`config.mk`:
```
export PLATFORM = sky130hd
export DESIGN_NAME = ictl_engine
export DESIGN_NICKNAME = d
export VERILOG_FILES = /design/src/ictl_pkg.sv /design/src/ictl_div.sv /design/src/ictl_engine.sv /design/src/ictl_match.sv
export SDC_FILE = /design/constraint.sdc
export NUM_CORES = 1
export LEC_CHECK = 0
export ABC_AREA = 1
export BUFFER_PORTS_ARGS = -buffer_cell sky130_fd_sc_hd__buf_2
export CORE_ASPECT_RATIO = 0.7
export CORE_MARGIN = 2
export CORE_UTILIZATION = 35
export CTS_CLUSTER_SIZE = 28
export DETAILED_ROUTE_END_ITERATION = 16
export PLACE_DENSITY = 0.66
export SKIP_LAST_GASP = 1
export SLEW_MARGIN = 0
export SYNTH_ARGS = -nofsm -noshare
export SYNTH_HDL_FRONTEND = slang
export SYNTH_SLANG_ARGS = --single-unit
```
`constraint.sdc`:
```
create_clock -name clk_sys -period 1.8 [get_ports clk_sys]
set_input_delay 0.09 -clock clk_sys [delete_from_list [all_inputs] [get_ports clk_sys]]
set_output_delay 0.09 -clock clk_sys [all_outputs]
set_load 0.01 [all_outputs]
```
`src/ictl_pkg.sv`:
```
// ictl_pkg: constants and types of the identification command engine.
// assumes a single 50 MHz system clock and a plain register port.
package ictl_pkg;
	// ------------------------------------------------------------
	// sizes
	// ------------------------------------------------------------
	localparam int NUM_CH     = 2;
	localparam int MAIL_CODES = 5;
	localparam int ADDR_W     = 8;
	// ------------------------------------------------------------
	// register offsets (byte addresses)
	// ------------------------------------------------------------
	localparam logic [7:0] OFS_CTRL  = 8'h00;
	localparam logic [7:0] OFS_CMD   = 8'h04;
	localparam logic [7:0] OFS_STAT0 = 8'h08;
	localparam logic [7:0] OFS_STAT1 = 8'h0C;
	localparam logic [7:0] OFS_NETIP = 8'h10;
	localparam logic [7:0] OFS_NETAC = 8'h14;
	localparam logic [7:0] OFS_SAVE  = 8'h18;
	localparam logic [7:0] OFS_MAIL  = 8'h20;
	localparam logic [7:0] MAIL_STEP = 8'h08;
	localparam logic [7:0] MAIL_HI   = 8'h04;
	// ------------------------------------------------------------
	// field positions
	// ------------------------------------------------------------
	localparam int CTRL_PROTO_LSB  = 0;
	localparam int CTRL_ENH_LSB    = 2;
	localparam int CTRL_CANCEL_LSB = 4;
	localparam int CTRL_DHCP_BIT   = 8;
	localparam int CMD_CT_LSB      = 8;
	localparam int STAT_CNT_LSB    = 8;
	localparam int STAT_BUSY_BIT   = 16;
	localparam int STAT_ENH_BIT    = 17;
	localparam int STAT_TAG_BIT    = 18;
	localparam int MAIL_MASK_LSB   = 8;
	// ------------------------------------------------------------
	// values
	// ------------------------------------------------------------
	localparam logic [7:0]  STATUS_BUSY = 8'hFF;
	localparam logic [7:0]  STATUS_OK   = 8'h00;
	localparam logic [7:0]  STATUS_LEFT = 8'h05;
	localparam logic [7:0]  CNT_RESET   = 8'h00;
	localparam logic [7:0]  CNT_START   = 8'h01;
	localparam logic [7:0]  CNT_LAST    = 8'hFF;
	localparam logic [31:0] FILL_DATA   = 32'h0000_0000;
	localparam logic [15:0] CONF_LEN    = 16'h0006;
	localparam logic [15:0] RSP_LEN     = 16'h000A;
	localparam logic [3:0]  SEL_DHCP    = 4'hD;
	localparam logic [31:0] NET_IP_RST  = 32'hA9FE_0A0C;
	// ------------------------------------------------------------
	// timing
	// ------------------------------------------------------------
	localparam int CLK_NS   = 20;
	localparam int SCAN_NS  = 1000;
	localparam int SCAN_CYC = (SCAN_NS / CLK_NS < 1) ? 1 : SCAN_NS / CLK_NS;
	localparam logic [1:0] STRAP_WAIT = 2'h2;
	// ------------------------------------------------------------
	// types
	// ------------------------------------------------------------
	typedef enum logic [1:0] {
		PROTO_TCP    = 2'b00,
		PROTO_MODBUS = 2'b01,
		PROTO_CYCLIC = 2'b10
	} ictl_proto_e;
endpackage : ictl_pkg

```
`src/ictl_div.sv`:
```
// ictl_div: readout tick divider, one-cycle pulse every CYC clocks.
// assumes clk_sys and an asynchronous active-low reset.
`timescale 1ns/1ps
module ictl_div #(
	parameter int unsigned CYC = 50
) (
	// clock and reset
	input  wire logic clk_sys,
	input  wire logic resetn,
	// tick
	output logic      tick
);
	import ictl_pkg::*;

	typedef struct packed {
		logic [15:0] cnt;
		logic        tick;
	} ictl_div_s;

	ictl_div_s st_ff;
	ictl_div_s nxt_st;

	always_comb begin
		nxt_st = st_ff;
		nxt_st.tick = 1'b0;
		if (st_ff.cnt == 16'(CYC - 1)) begin
			nxt_st.cnt = 16'h0000;
			nxt_st.tick = 1'b1;
		end else begin
			nxt_st.cnt = 16'(st_ff.cnt + 16'h0001);
		end
	end

	always_ff @(posedge clk_sys or negedge resetn) begin
		if (!resetn) begin
			st_ff <= '0;
		end else begin
			st_ff <= nxt_st;
		end
	end

	assign tick = st_ff.tick;
endmodule : ictl_div

```
`src/ictl_engine.sv`:
```
// ictl_engine: command telegram engine for two head channels.
// assumes head logic and telegram framer run on clk_sys; addrSel is a pin.
`timescale 1ns/1ps
// Behaviour
// - command gets one confirmation, none under MODBUS, then a response
// - enhanced commands may give many responses but one confirmation
// - command: length, code, channel/toggle, two parameters, write data
// - confirmation: length, code, chan/toggle, FFh, counter, 00h fill
// - response: length, code, channel/toggle, status, counter, read data
// - command runs only when field differs from the previous readout
// - new command sets status FFh, bumps counter; final status follows
// - response toggle bit equals the command's toggle bit
// - each new result overwrites and bumps counter; wrap goes to 01h
// - single mode runs once and answers at once, then idles
// - enhanced mode stays active until cancelled or an error ends it
// - enhanced mode reports only changed tags, never one tag twice
// - tag leaving read range gives a response with status 5
// - status matching one of five channel codes raises a mail request
// - selector at D during startup selects DHCP network settings
// - saving network settings restarts; settings apply after restart
// - length field holds N+1 split into high and low byte
// - channel/toggle byte: bit zero toggle, channel number above
// - confirmation length under plain TCP is six
module ictl_engine (
	// clock and reset
	input  wire logic                                  clk_sys,
	input  wire logic                                  resetn,
	// register port
	input  wire logic [ictl_pkg::ADDR_W-1:0]           regAddr,
	input  wire logic [31:0]                           regWrData,
	input  wire logic                                  regWrEn,
	input  wire logic                                  regRdEn,
	output logic      [31:0]                           regRdData,
	// address selector pins
	input  wire logic [3:0]                            addrSel,
	// head execution side
	output logic      [ictl_pkg::NUM_CH-1:0]           execStart,
	output logic      [ictl_pkg::NUM_CH-1:0][7:0]      execCode,
	output logic      [ictl_pkg::NUM_CH-1:0][15:0]     execParam,
	input  wire logic [ictl_pkg::NUM_CH-1:0]           headDone,
	input  wire logic [ictl_pkg::NUM_CH-1:0][7:0]      headStatus,
	input  wire logic [ictl_pkg::NUM_CH-1:0][31:0]     headData,
	input  wire logic [ictl_pkg::NUM_CH-1:0]           tagSeen,
	input  wire logic [ictl_pkg::NUM_CH-1:0]           tagLeave,
	input  wire logic [ictl_pkg::NUM_CH-1:0][31:0]     tagId,
	// telegram output
	output logic                                       txValid,
	output logic                                       txIsConf,
	output logic                                       txChan,
	output logic                                       txHasLen,
	output logic      [15:0]                           txLength,
	output logic      [7:0]                            txCode,
	output logic      [7:0]                            txChanTog,
	output logic      [7:0]                            txStatus,
	output logic      [7:0]                            txCounter,
	output logic      [31:0]                           txData,
	// notification and network
	output logic                                       mailReq,
	output logic                                       mailChan,
	output logic                                       dhcpMode,
	output logic      [31:0]                           netIp,
	output logic                                       restartReq
);
	import ictl_pkg::*;

	typedef struct packed {
		logic [31:0]                     rdData;
		logic [1:0]                      proto;
		logic [NUM_CH-1:0]               enhSel;
		logic [NUM_CH-1:0][31:0]         field;
		logic [NUM_CH-1:0][31:0]         seen;
		logic [NUM_CH-1:0][7:0]          status;
		logic [NUM_CH-1:0][7:0]          counter;
		logic [NUM_CH-1:0][31:0]         rspData;
		logic [NUM_CH-1:0][31:0]         lastTag;
		logic [NUM_CH-1:0]               busy;
		logic [NUM_CH-1:0]               cmdEnh;
		logic [NUM_CH-1:0]               enhAct;
		logic [NUM_CH-1:0]               tagVld;
		logic [NUM_CH-1:0]               pendConf;
		logic [NUM_CH-1:0]               pendRsp;
		logic [NUM_CH-1:0]               execStart;
		logic [NUM_CH-1:0][MAIL_CODES-1:0][7:0] mailCode;
		logic [NUM_CH-1:0][MAIL_CODES-1:0]      mailEn;
		logic                            txValid;
		logic                            txIsConf;
		logic                            txHasLen;
		logic                            txChan;
		logic [15:0]                     txLength;
		logic [7:0]                      txCode;
		logic [7:0]                      txChanTog;
		logic [7:0]                      txStatus;
		logic [7:0]                      txCounter;
		logic [31:0]                     txData;
		logic                            mailReq;
		logic                            mailChan;
		logic [3:0]                      sel1;
		logic [3:0]                      sel2;
		logic [1:0]                      strapCnt;
		logic                            dhcp;
		logic [31:0]                     ipStage;
		logic [31:0]                     ipActive;
		logic                            restartPend;
		logic                            restartReq;
	} ictl_st_s;

	ictl_st_s          st_ff;
	ictl_st_s          nxt_st;
	logic              scanTick;
	logic [NUM_CH-1:0] mailHit;
	logic [NUM_CH-1:0] newCmd;

	// ------------------------------------------------------------
	// helpers
	// ------------------------------------------------------------
	function automatic logic [7:0] cntNext(input logic [7:0] c);
		cntNext = (c == CNT_LAST) ? CNT_START : 8'(c + 8'h01);
	endfunction : cntNext

	function automatic logic [6:0] chanNum(input logic [7:0] ct);
		chanNum = ct[7:1];
	endfunction : chanNum

	function automatic logic [7:0] mailOfs(input int c, input logic hi);
		mailOfs = 8'(OFS_MAIL + 8'(c) * MAIL_STEP) | (hi ? MAIL_HI : 8'h00);
	endfunction : mailOfs

	// ------------------------------------------------------------
	// readout tick and mail compare
	// ------------------------------------------------------------
	ictl_div #(.CYC(SCAN_CYC)) u_div (
		.clk_sys (clk_sys),
		.resetn  (resetn),
		.tick    (scanTick)
	);

	genvar g;
	generate
		for (g = 0; g < NUM_CH; g++) begin : g_mail
			ictl_match u_match (
				.status (st_ff.status[g]),
				.codes  (st_ff.mailCode[g]),
				.enable (st_ff.mailEn[g]),
				.hit    (mailHit[g])
			);
		end
	endgenerate

	// ------------------------------------------------------------
	// next state
	// ------------------------------------------------------------
	always_comb begin
		logic [NUM_CH-1:0] cancel;
		logic              sent;
		logic [6:0]        cn;
		nxt_st = st_ff;
		cancel = '0;
		sent = 1'b0;
		cn = chanNum(regWrData[CMD_CT_LSB +: 8]);
		newCmd = '0;
		nxt_st.rdData = 32'h0000_0000;
		nxt_st.execStart = '0;
		nxt_st.txValid = 1'b0;
		nxt_st.mailReq = 1'b0;
		nxt_st.restartReq = 1'b0;
		nxt_st.sel1 = addrSel;
		nxt_st.sel2 = st_ff.sel1;
		if (st_ff.strapCnt <= STRAP_WAIT) begin
			nxt_st.strapCnt = 2'(st_ff.strapCnt + 2'h1);
			nxt_st.dhcp = (st_ff.sel2 == SEL_DHCP);
		end
		if (regWrEn) begin
			case (regAddr)
				OFS_CTRL: begin
					nxt_st.proto = regWrData[CTRL_PROTO_LSB +: 2];
					nxt_st.enhSel = regWrData[CTRL_ENH_LSB +: NUM_CH];
					cancel = regWrData[CTRL_CANCEL_LSB +: NUM_CH];
				end
				OFS_CMD: begin
					if (cn >= 7'd1 && cn <= 7'(NUM_CH)) begin
						nxt_st.field[1'(cn - 7'd1)] = regWrData;
					end
				end
				OFS_NETIP: nxt_st.ipStage = regWrData;
				OFS_SAVE: nxt_st.restartPend = 1'b1;
				default: begin
					for (int c = 0; c < NUM_CH; c++) begin
						if (regAddr == mailOfs(c, 1'b0)) begin
							nxt_st.mailCode[c][3:0] = regWrData;
						end
						if (regAddr == mailOfs(c, 1'b1)) begin
							nxt_st.mailCode[c][4] = regWrData[7:0];
							nxt_st.mailEn[c] =
								regWrData[MAIL_MASK_LSB +: MAIL_CODES];
						end
					end
				end
			endcase
		end
		if (regRdEn) begin
			case (regAddr)
				OFS_CTRL: begin
					nxt_st.rdData[CTRL_PROTO_LSB +: 2] = st_ff.proto;
					nxt_st.rdData[CTRL_ENH_LSB +: NUM_CH] = st_ff.enhSel;
					nxt_st.rdData[CTRL_DHCP_BIT] = st_ff.dhcp;
				end
				OFS_CMD: nxt_st.rdData = st_ff.field[0];
				OFS_NETIP: nxt_st.rdData = st_ff.ipStage;
				OFS_NETAC: nxt_st.rdData = st_ff.ipActive;
				default: begin
					for (int c = 0; c < NUM_CH; c++) begin
						if (regAddr == (c == 0 ? OFS_STAT0 : OFS_STAT1)) begin
							nxt_st.rdData[7:0] = st_ff.status[c];
							nxt_st.rdData[STAT_CNT_LSB +: 8] = st_ff.counter[c];
							nxt_st.rdData[STAT_BUSY_BIT] = st_ff.busy[c];
							nxt_st.rdData[STAT_ENH_BIT] = st_ff.enhAct[c];
							nxt_st.rdData[STAT_TAG_BIT] = st_ff.tagVld[c];
						end
						if (regAddr == mailOfs(c, 1'b0)) begin
							nxt_st.rdData = st_ff.mailCode[c][3:0];
						end
						if (regAddr == mailOfs(c, 1'b1)) begin
							nxt_st.rdData[7:0] = st_ff.mailCode[c][4];
							nxt_st.rdData[MAIL_MASK_LSB +: MAIL_CODES] =
								st_ff.mailEn[c];
						end
					end
				end
			endcase
		end
		// telegram arbiter: channel 0 first, confirmation ahead of response within a channel
		for (int c = 0; c < NUM_CH; c++) begin
			if (!sent && (st_ff.pendConf[c] || st_ff.pendRsp[c])) begin
				sent = 1'b1;
				nxt_st.txValid = 1'b1;
				nxt_st.txChan = 1'(c);
				nxt_st.txHasLen = (st_ff.proto != PROTO_CYCLIC);
				nxt_st.txCode = st_ff.seen[c][7:0];
				nxt_st.txChanTog = st_ff.seen[c][CMD_CT_LSB +: 8];
				nxt_st.txCounter = st_ff.counter[c];
				if (st_ff.pendConf[c]) begin
					nxt_st.pendConf[c] = 1'b0;
					nxt_st.txIsConf = 1'b1;
					nxt_st.txLength = CONF_LEN;
					nxt_st.txStatus = STATUS_BUSY;
					nxt_st.txData = FILL_DATA;
				end else begin
					nxt_st.pendRsp[c] = 1'b0;
					nxt_st.txIsConf = 1'b0;
					nxt_st.txLength = RSP_LEN;
					nxt_st.txStatus = st_ff.status[c];
					nxt_st.txData = st_ff.rspData[c];
					nxt_st.mailReq = mailHit[c];
					nxt_st.mailChan = 1'(c);
				end
			end
		end
		// per-channel command handling
		for (int c = 0; c < NUM_CH; c++) begin
			if (cancel[c]) begin
				nxt_st.enhAct[c] = 1'b0;
			end
			newCmd[c] = scanTick && !st_ff.restartPend &&
				(st_ff.field[c] != st_ff.seen[c]);
			if (newCmd[c]) begin
				nxt_st.seen[c] = st_ff.field[c];
				nxt_st.status[c] = STATUS_BUSY;
				nxt_st.counter[c] = cntNext(st_ff.counter[c]);
				nxt_st.execStart[c] = 1'b1;
				nxt_st.busy[c] = 1'b1;
				nxt_st.cmdEnh[c] = st_ff.enhSel[c];
				nxt_st.enhAct[c] = 1'b0;
				nxt_st.tagVld[c] = 1'b0;
				nxt_st.pendRsp[c] = 1'b0;
				nxt_st.pendConf[c] = (st_ff.proto != PROTO_MODBUS);
			end else if (headDone[c] && (st_ff.busy[c] || st_ff.enhAct[c])) begin
				nxt_st.busy[c] = 1'b0;
				nxt_st.status[c] = headStatus[c];
				nxt_st.rspData[c] = headData[c];
				nxt_st.counter[c] = cntNext(st_ff.counter[c]);
				nxt_st.pendRsp[c] = 1'b1;
				nxt_st.enhAct[c] = st_ff.cmdEnh[c] && !cancel[c] &&
					(headStatus[c] == STATUS_OK);
			end else if (st_ff.enhAct[c] && tagSeen[c] &&
					(!st_ff.tagVld[c] || tagId[c] != st_ff.lastTag[c])) begin
				nxt_st.tagVld[c] = 1'b1;
				nxt_st.lastTag[c] = tagId[c];
				nxt_st.status[c] = STATUS_OK;
				nxt_st.rspData[c] = tagId[c];
				nxt_st.counter[c] = cntNext(st_ff.counter[c]);
				nxt_st.pendRsp[c] = 1'b1;
			end else if (st_ff.enhAct[c] && tagLeave[c] && st_ff.tagVld[c]) begin
				nxt_st.tagVld[c] = 1'b0;
				nxt_st.status[c] = STATUS_LEFT;
				nxt_st.rspData[c] = FILL_DATA;
				nxt_st.counter[c] = cntNext(st_ff.counter[c]);
				nxt_st.pendRsp[c] = 1'b1;
			end
		end
		// soft restart: staged settings take effect, commands dropped
		if (st_ff.restartPend) begin
			nxt_st.restartPend = 1'b0;
			nxt_st.restartReq = 1'b1;
			nxt_st.ipActive = st_ff.ipStage;
			nxt_st.field = '0;
			nxt_st.seen = '0;
			nxt_st.busy = '0;
			nxt_st.enhAct = '0;
			nxt_st.tagVld = '0;
			nxt_st.pendConf = '0;
			nxt_st.pendRsp = '0;
		end
	end

	// ------------------------------------------------------------
	// state register
	// ------------------------------------------------------------
	always_ff @(posedge clk_sys or negedge resetn) begin
		if (!resetn) begin
			st_ff <= '0;
			st_ff.ipStage <= NET_IP_RST;
			st_ff.ipActive <= NET_IP_RST;
		end else begin
			st_ff <= nxt_st;
		end
	end

	assign regRdData = st_ff.rdData;
	assign execStart = st_ff.execStart;
	generate
		for (g = 0; g < NUM_CH; g++) begin : g_exec
			assign execCode[g] = st_ff.seen[g][7:0];
			assign execParam[g] = st_ff.seen[g][31:16];
		end
	endgenerate
	assign txValid    = st_ff.txValid;
	assign txIsConf   = st_ff.txIsConf;
	assign txChan     = st_ff.txChan;
	assign txHasLen   = st_ff.txHasLen;
	assign txLength   = st_ff.txLength;
	assign txCode     = st_ff.txCode;
	assign txChanTog  = st_ff.txChanTog;
	assign txStatus   = st_ff.txStatus;
	assign txCounter  = st_ff.txCounter;
	assign txData     = st_ff.txData;
	assign mailReq    = st_ff.mailReq;
	assign mailChan   = st_ff.mailChan;
	assign dhcpMode   = st_ff.dhcp;
	assign netIp      = st_ff.ipActive;
	assign restartReq = st_ff.restartReq;

	logic [1:0] confCnt0;
	always_ff @(posedge clk_sys or negedge resetn) begin
		if (!resetn) begin
			confCnt0 <= 2'h0;
		end else if (st_ff.execStart[0]) begin
			confCnt0 <= 2'h0;
		end else if (txValid && txIsConf && !txChan && confCnt0 != 2'h3) begin
			confCnt0 <= 2'(confCnt0 + 2'h1);
		end
	end
endmodule : ictl_engine

```
`src/ictl_match.sv`:
```
// ictl_match: compares a response status with a channel's mail codes.
// assumes codes and enables come from registers on the same clock.
`timescale 1ns/1ps
module ictl_match (
	// status under test
	input  wire logic [7:0]                            status,
	// configured codes and their enables
	input  wire logic [ictl_pkg::MAIL_CODES-1:0][7:0] codes,
	input  wire logic [ictl_pkg::MAIL_CODES-1:0]      enable,
	// result
	output logic                                       hit
);
	import ictl_pkg::*;

	logic [MAIL_CODES-1:0] eq;

	genvar k;
	generate
		for (k = 0; k < MAIL_CODES; k++) begin : g_cmp
			assign eq[k] = enable[k] && (codes[k] == status);
		end
	endgenerate

	assign hit = |eq;
endmodule : ictl_match

```
# ---- Yosys cells after proc, flatten, opt, wreduce, memory -nomap -nowiden
# Cells that the tools add are included.
dict set report totals {
  regBits 608
}
dict set report classes {
  n_addsub 5
  order_cmp 5
  eq_ne 34
  muxes 102
  n_bitwise 5
  reduce_logical 83
}
# op n
set op_table {}
lappend op_table {{2-to-1 mux 32 bit} 14}
lappend op_table {{2-to-1 mux 64 bit} 3}
lappend op_table {{2-to-1 mux 86 bit} 2}
lappend op_table {{2-to-1 mux 8 bit} 21}
lappend op_table {{2-to-1 mux 128 bit} 1}
lappend op_table {{inequality test 32 bit} 4}
lappend op_table {{one-hot mux 23 bit (4 select lines)} 1}
lappend op_table {{equality test 8 bit} 10}
lappend op_table {{bitwise mux 64 bit} 1}
lappend op_table {{2-to-1 mux 1 bit} 42}
lappend op_table {{2-to-1 mux 19 bit} 2}
lappend op_table {{demux 32 bit (select 1 bit)} 1}
lappend op_table {{equality test 8 x 6 -> 1 bit, second input constant} 4}
lappend op_table {{one-hot mux 4 bit (4 select lines)} 2}
lappend op_table {{logical AND 1 bit} 30}
lappend op_table {{2-to-1 mux 13 bit} 2}
lappend op_table {{equality test 8 x 5 -> 1 bit, second input constant} 3}
lappend op_table {{logical NOT 8 bit} 3}
lappend op_table {{nonzero test 4 bit} 6}
lappend op_table {{AND reduction 3 bit} 7}
lappend op_table {{nonzero test 3 bit} 6}
lappend op_table {{adder 16 x 1 -> 16 bit, second input constant} 1}
lappend op_table {{adder 8 x 1 -> 8 bit, second input constant} 2}
lappend op_table {{equality test 16 x 6 -> 1 bit, second input constant} 1}
lappend op_table {{other kinds (27)} 65}

# ---- Logic depth before layout (Yosys ltp)
dict set report logic_depth {
  ltp_word 10
  ltp_mapped 16
  depth_no_buf 15
}

# ---- By module
# Synthesis repeated with hierarchy kept, for this count alone.
dict set report unflattened {
  cells_unflattened 3630
  hier_area_um2 29667.2
}
# module instances cells_each area_each_um2
set modules_own_cells {}
lappend modules_own_cells {ictl_engine 1 3234 27493.9}
lappend modules_own_cells {ictl_match 2 141 625.6}
lappend modules_own_cells {ictl_div 1 114 922.1}

# ---- Least setup slack after synthesis
# No wires, ideal clock.
dict set report synth_timing {
  path_kind {register to register}
  from {reg u_div.st_ff[1] (netlist name)}
  to {reg u_div.st_ff[15] (netlist name)}
  arrival_time_ps 1596
  path_slack_ps 124
  path_stages_with_launch 9
  cell_sequence {dfrtp_1 ha_1 nand3_1 or2_1 nor2_1 and3_1 nand3_1 nor3b_2 xor2_1}
}
# item line_no
set synth_lines {}
lappend synth_lines {{start, declared} ictl_div.sv:20} ;# ictl_div_s st_ff;
lappend synth_lines {{start signal, assigned} ictl_div.sv:38} ;# st_ff <= nxt_st;

# ---- Worst setup path after layout
dict set report layout_timing {
  from {reg st_ff[281] (netlist name)}
  to {reg st_ff[356] (netlist name)}
}
dict set report layout_between {
  elab_chain_cells 5
  elab_cells_between_ends 7
  classes_between {eq/ne (1); mux (2); reduce/logical (4)}
}
# item line_no
set layout_rtl {}
lappend layout_rtl {{start, declared} ictl_engine.sv:107} ;# ictl_st_s st_ff;
lappend layout_rtl {{start signal, assigned} ictl_engine.sv:324} ;# st_ff <= nxt_st;
lappend layout_rtl {{inequality test 32 bit (*)} ictl_engine.sv:285} ;# (!st_ff.tagVld[c] || tagId[c] != st_ff.lastTag[c])) begin
lappend layout_rtl {{logical OR 1 bit (*)} ictl_engine.sv:285}
lappend layout_rtl {{logical AND 1 bit (*)} ictl_engine.sv:284} ;# end else if (st_ff.enhAct[c] && tagSeen[c] &&
lappend layout_rtl {{nonzero test 3 bit (no line) / 2-to-1 mux 32 bit (equally long branches)} n/a}
lappend layout_rtl {{AND reduction 2 bit (no line) / 2-to-1 mux 32 bit (equally long branches)} n/a}
# Every way passes the cells marked *; elsewhere a longest branch is shown, timed or not.
# A chain may end at the register's enable or synchronous reset.

==> impl_results.md <==
- Endpoint type of the worst setup path: flip-flop
- Synth unique cells: 54
- Post-route ant nets: 0
- Detailed-route via count: 29,000
- Die height: 247 microns
- Slew headroom: 0.517
- Multi-input gate area: 0.0119 sq mm
- Number of remaining DRC errors: 0
- Crit-path max FO: 17
- Initial DRC count: 3,748
- Yosys warns: 0
- First-pass GRT wire length: 172 mm
- Fillers: 7,671
- Die Width: 351 microns
- Worst hold slack: 0.0524 ns
- Mapped Area: 0.0295 sq mm
- Max Transition Viols Final: 0
- Total of max-cap violations: 0
- Met1 Resource Use GR: 0.396
- GR Util All Layers: 0.264
- Fmax: 468 MHz
- Setup TNS: -41.70 ns
- Worst-path clk slew: 0.07 ns
- Initial antenna violation count: 6
- Endpoints failing setup: 206
- Seq cells post-synth: 593
- Tcrit/Tclk final: 1.19
- Failing checks: setup timing
- Status: finished with violations
- CTS tree: yes
- Core area: 0.0829 sq mm
- Fraction of the yosys area taken by sequential cells: 0.505
- Leak pwr: 0.0197 uW
- Final WS setup: -0.336 ns
- Rows: 88
- Initial core utilization: 0.355
- Avg Cell Area, Syn: 8.19 sq um
- RSZ-0062 raised after global routing: true
- Wire per inst: 21.4 microns
- CTS H-tree lvls: 2
- CP arrival: 2.70 ns
- Nets: 4,507
- I/O Pins: 400
- Hold Crit Class: in2reg
- Met3 Use GR: 0.0670
- Fin crit period: 2.14 ns
- Startpoint Class: flip-flop
- Pwr Total: 34,900 uW
- Vias in the first global route: 27,400
- Total Routed Length: 118 mm
- Cells after synthesis: 3,597
- Crit Path Class: reg2reg
- IO Port Bufs: 386
- Post-synth top area share: 0.478
- Synth top area cells: dfrtp_1, nand2_1, buf_4
- Longest Clk Path Bufs: 3
- Drt first pass iters: 10
- Power Density: 876 mW/mm^2
- Syn-to-layout area delta: 35.2%
- CTS root buf: clkbuf_16
- Inserted Clock Buffers: 59
- Crit path required time: 2.37 ns
- Sequential cell area: 0.0149 sq mm
- Layout cells sized above 1: 0.270
- Reg2reg setup slack: -0.34 ns
- GPL Wtd Cong: 1.03
- Met2 GRT Util: 0.361
- VDD IR-drop max: 0.794 mV
- CTS Sinks: 593
- Final hold violation count: 0
- Worst skew pair latency: 0.68 ns
- Largest net degree at the start of global routing: 91
- Clk_skew: 0.0223 ns
- Grt total ovfl: 0
- Via density: 5.28
- DIE AREA: 0.0866 sq mm
- Slew @ Worst Pin: 0.718 ns
- GRT busiest layer: met1
- Post-DP HPWL: 81.9 mm
- Area leader, netlist: dfrtp_1
per-layer routing:
| metal | part of all wire | up-vias |
|---|---|---|
| li1 | - | 13000 |
| met1 | 0.44 | 13900 |
| met2 | 0.41 | 1672 |
| met3 | 0.11 | 333 |
| met4 | 0.040 | 2 |
| met5 | 0.000094 | - |
path summary, 6_finish.rpt:
| check | startpoint | end | cells past startpoint |
|---|---|---|---|
| max reg2reg | st_ff[281] | st_ff[356] | 12 |
| min reg2reg | nxt_st[71] | st_ff[71] | 0 |
| max in group asynchronous | resetn | regRdData[4] | 3 |
| min in group asynchronous | resetn | netIp[3] | 2 |
| min | regWrData[7] | st_ff[498] | 3 |
| max | st_ff[281] | st_ff[356] | 12 |
through the flow:
stage	cells	cell area, sq um	setup slack [ns]	utilization
floorplan	3609	29500	0.124	-
global placement	5126	34000	-0.350	0.409
detailed placement	5126	34000	-0.362	0.409
CTS	5477	39400	-0.197	0.475
global route	5485	39800	-0.385	0.480
finish	5487	39800	-0.336	0.481
layout make-up:
cell class | count | area share
sequential | 593 | 0.373
multi-input combinational | 2280 | 0.298
timing repair buffer | 991 | 0.206
clock buffer | 85 | 0.0433
inverter | 379 | 0.0364
tap | 1125 | 0.0353
clock inverter | 27 | 0.00719
antenna | 7 | 0.000440
power by group:
part           internal (uW)  leakage [uW]  switching [uW]
clock                   7030      0.000959            5860
sequential             14400       0.00797             896
combinational           2550        0.0108            4210
flip-flops by register name, summed over array words and instances, names as in the netlist, 4 cells and up:
| signal | count |
|---|---|
| txCode | 8 |
| u_div.st_ff | 16 |
| nxt_st | 4 |
| txCounter | 8 |
| txStatus | 8 |
| txChanTog | 8 |
| netIp | 32 |
| txData | 32 |
| execCode | 16 |
| execParam | 32 |
| regRdData | 32 |
| st_ff | 384 |
cell usage after synthesis, drive strengths merged:
cell and count:
inv 374, a221oi 12, xor2 51, o21bai 1, o2111ai 6, or3b 1
ha 5, dfstp 30, and3b 1, o21ai 301, clkinv 5, a32oi 1
nor4 9, nor3 20, nand3 219, o221ai 25, o21ba 1, or2 9
nand4 58, a31oi 1, xnor2 32, dfrtp 563, o32ai 2, o22ai 168
buf 262, and3 2, o211ai 7, clkbuf 96, nand2 1054, conb 1
a211oi 5, nor3b 2, nor2 142, a21oi 123, nand3b 3, o31ai 5
critical path, cell delays in order (launching register included):
cell and delay [ns]:
dfrtp_1 0.45, xnor2_2 0.22, nand2_1 0.13, nor2_1 0.12, nand2_1 0.09, nor2_4 0.14
nand3_4 0.11, buf_4 0.17, buf_4 0.19, nand4_1 0.16, nand2_1 0.10, nand3_2 0.09
nand2_2 0.05
kinds of logic after synthesis:
family / count (synthesis) / share of synthesized area
other: 1 / 0.000127
DFF: 593 / 0.505
AOI/OAI and AO/OA: 658 / 0.127
adders and majority gates: 5 / 0.00212
and+or+nand+nor: 1520 / 0.217
xor gates and xnor gates: 83 / 0.0247
buffers and inverters: 737 / 0.124
placed cells by master, fill, tap and decap left out, drive strengths merged, types with 3 or more instances in the layout:
cell type	count
a211oi	5
a221oi	12
nor4	9
a21oi	123
nand3	219
ha	5
o221ai	25
xor2	51
o211ai	7
conb	13
nand3b	3
diode	7
nor3	20
nand4	59
o21ai	301
o2111ai	6
buf	800
clkinv	15
nor2	142
dfstp	30
dlygate4sd3	186
o22ai	168
or2	9
clkbuf	90
nand2	1054
xnor2	32
o31ai	5
inv	379
dfrtp	563
clkinvlp	10
timing repair:
item                       4_1_cts  5_1_grt
setup endpoints to repair      238      244
buffers inserted                28        4
hold endpoints to repair       874        0
gates resized for setup        184      128
hold buffers                   187        0
cloned                          25        5
pin swaps                       41       34
Note: power is estimated with default switching activity, not from simulation.
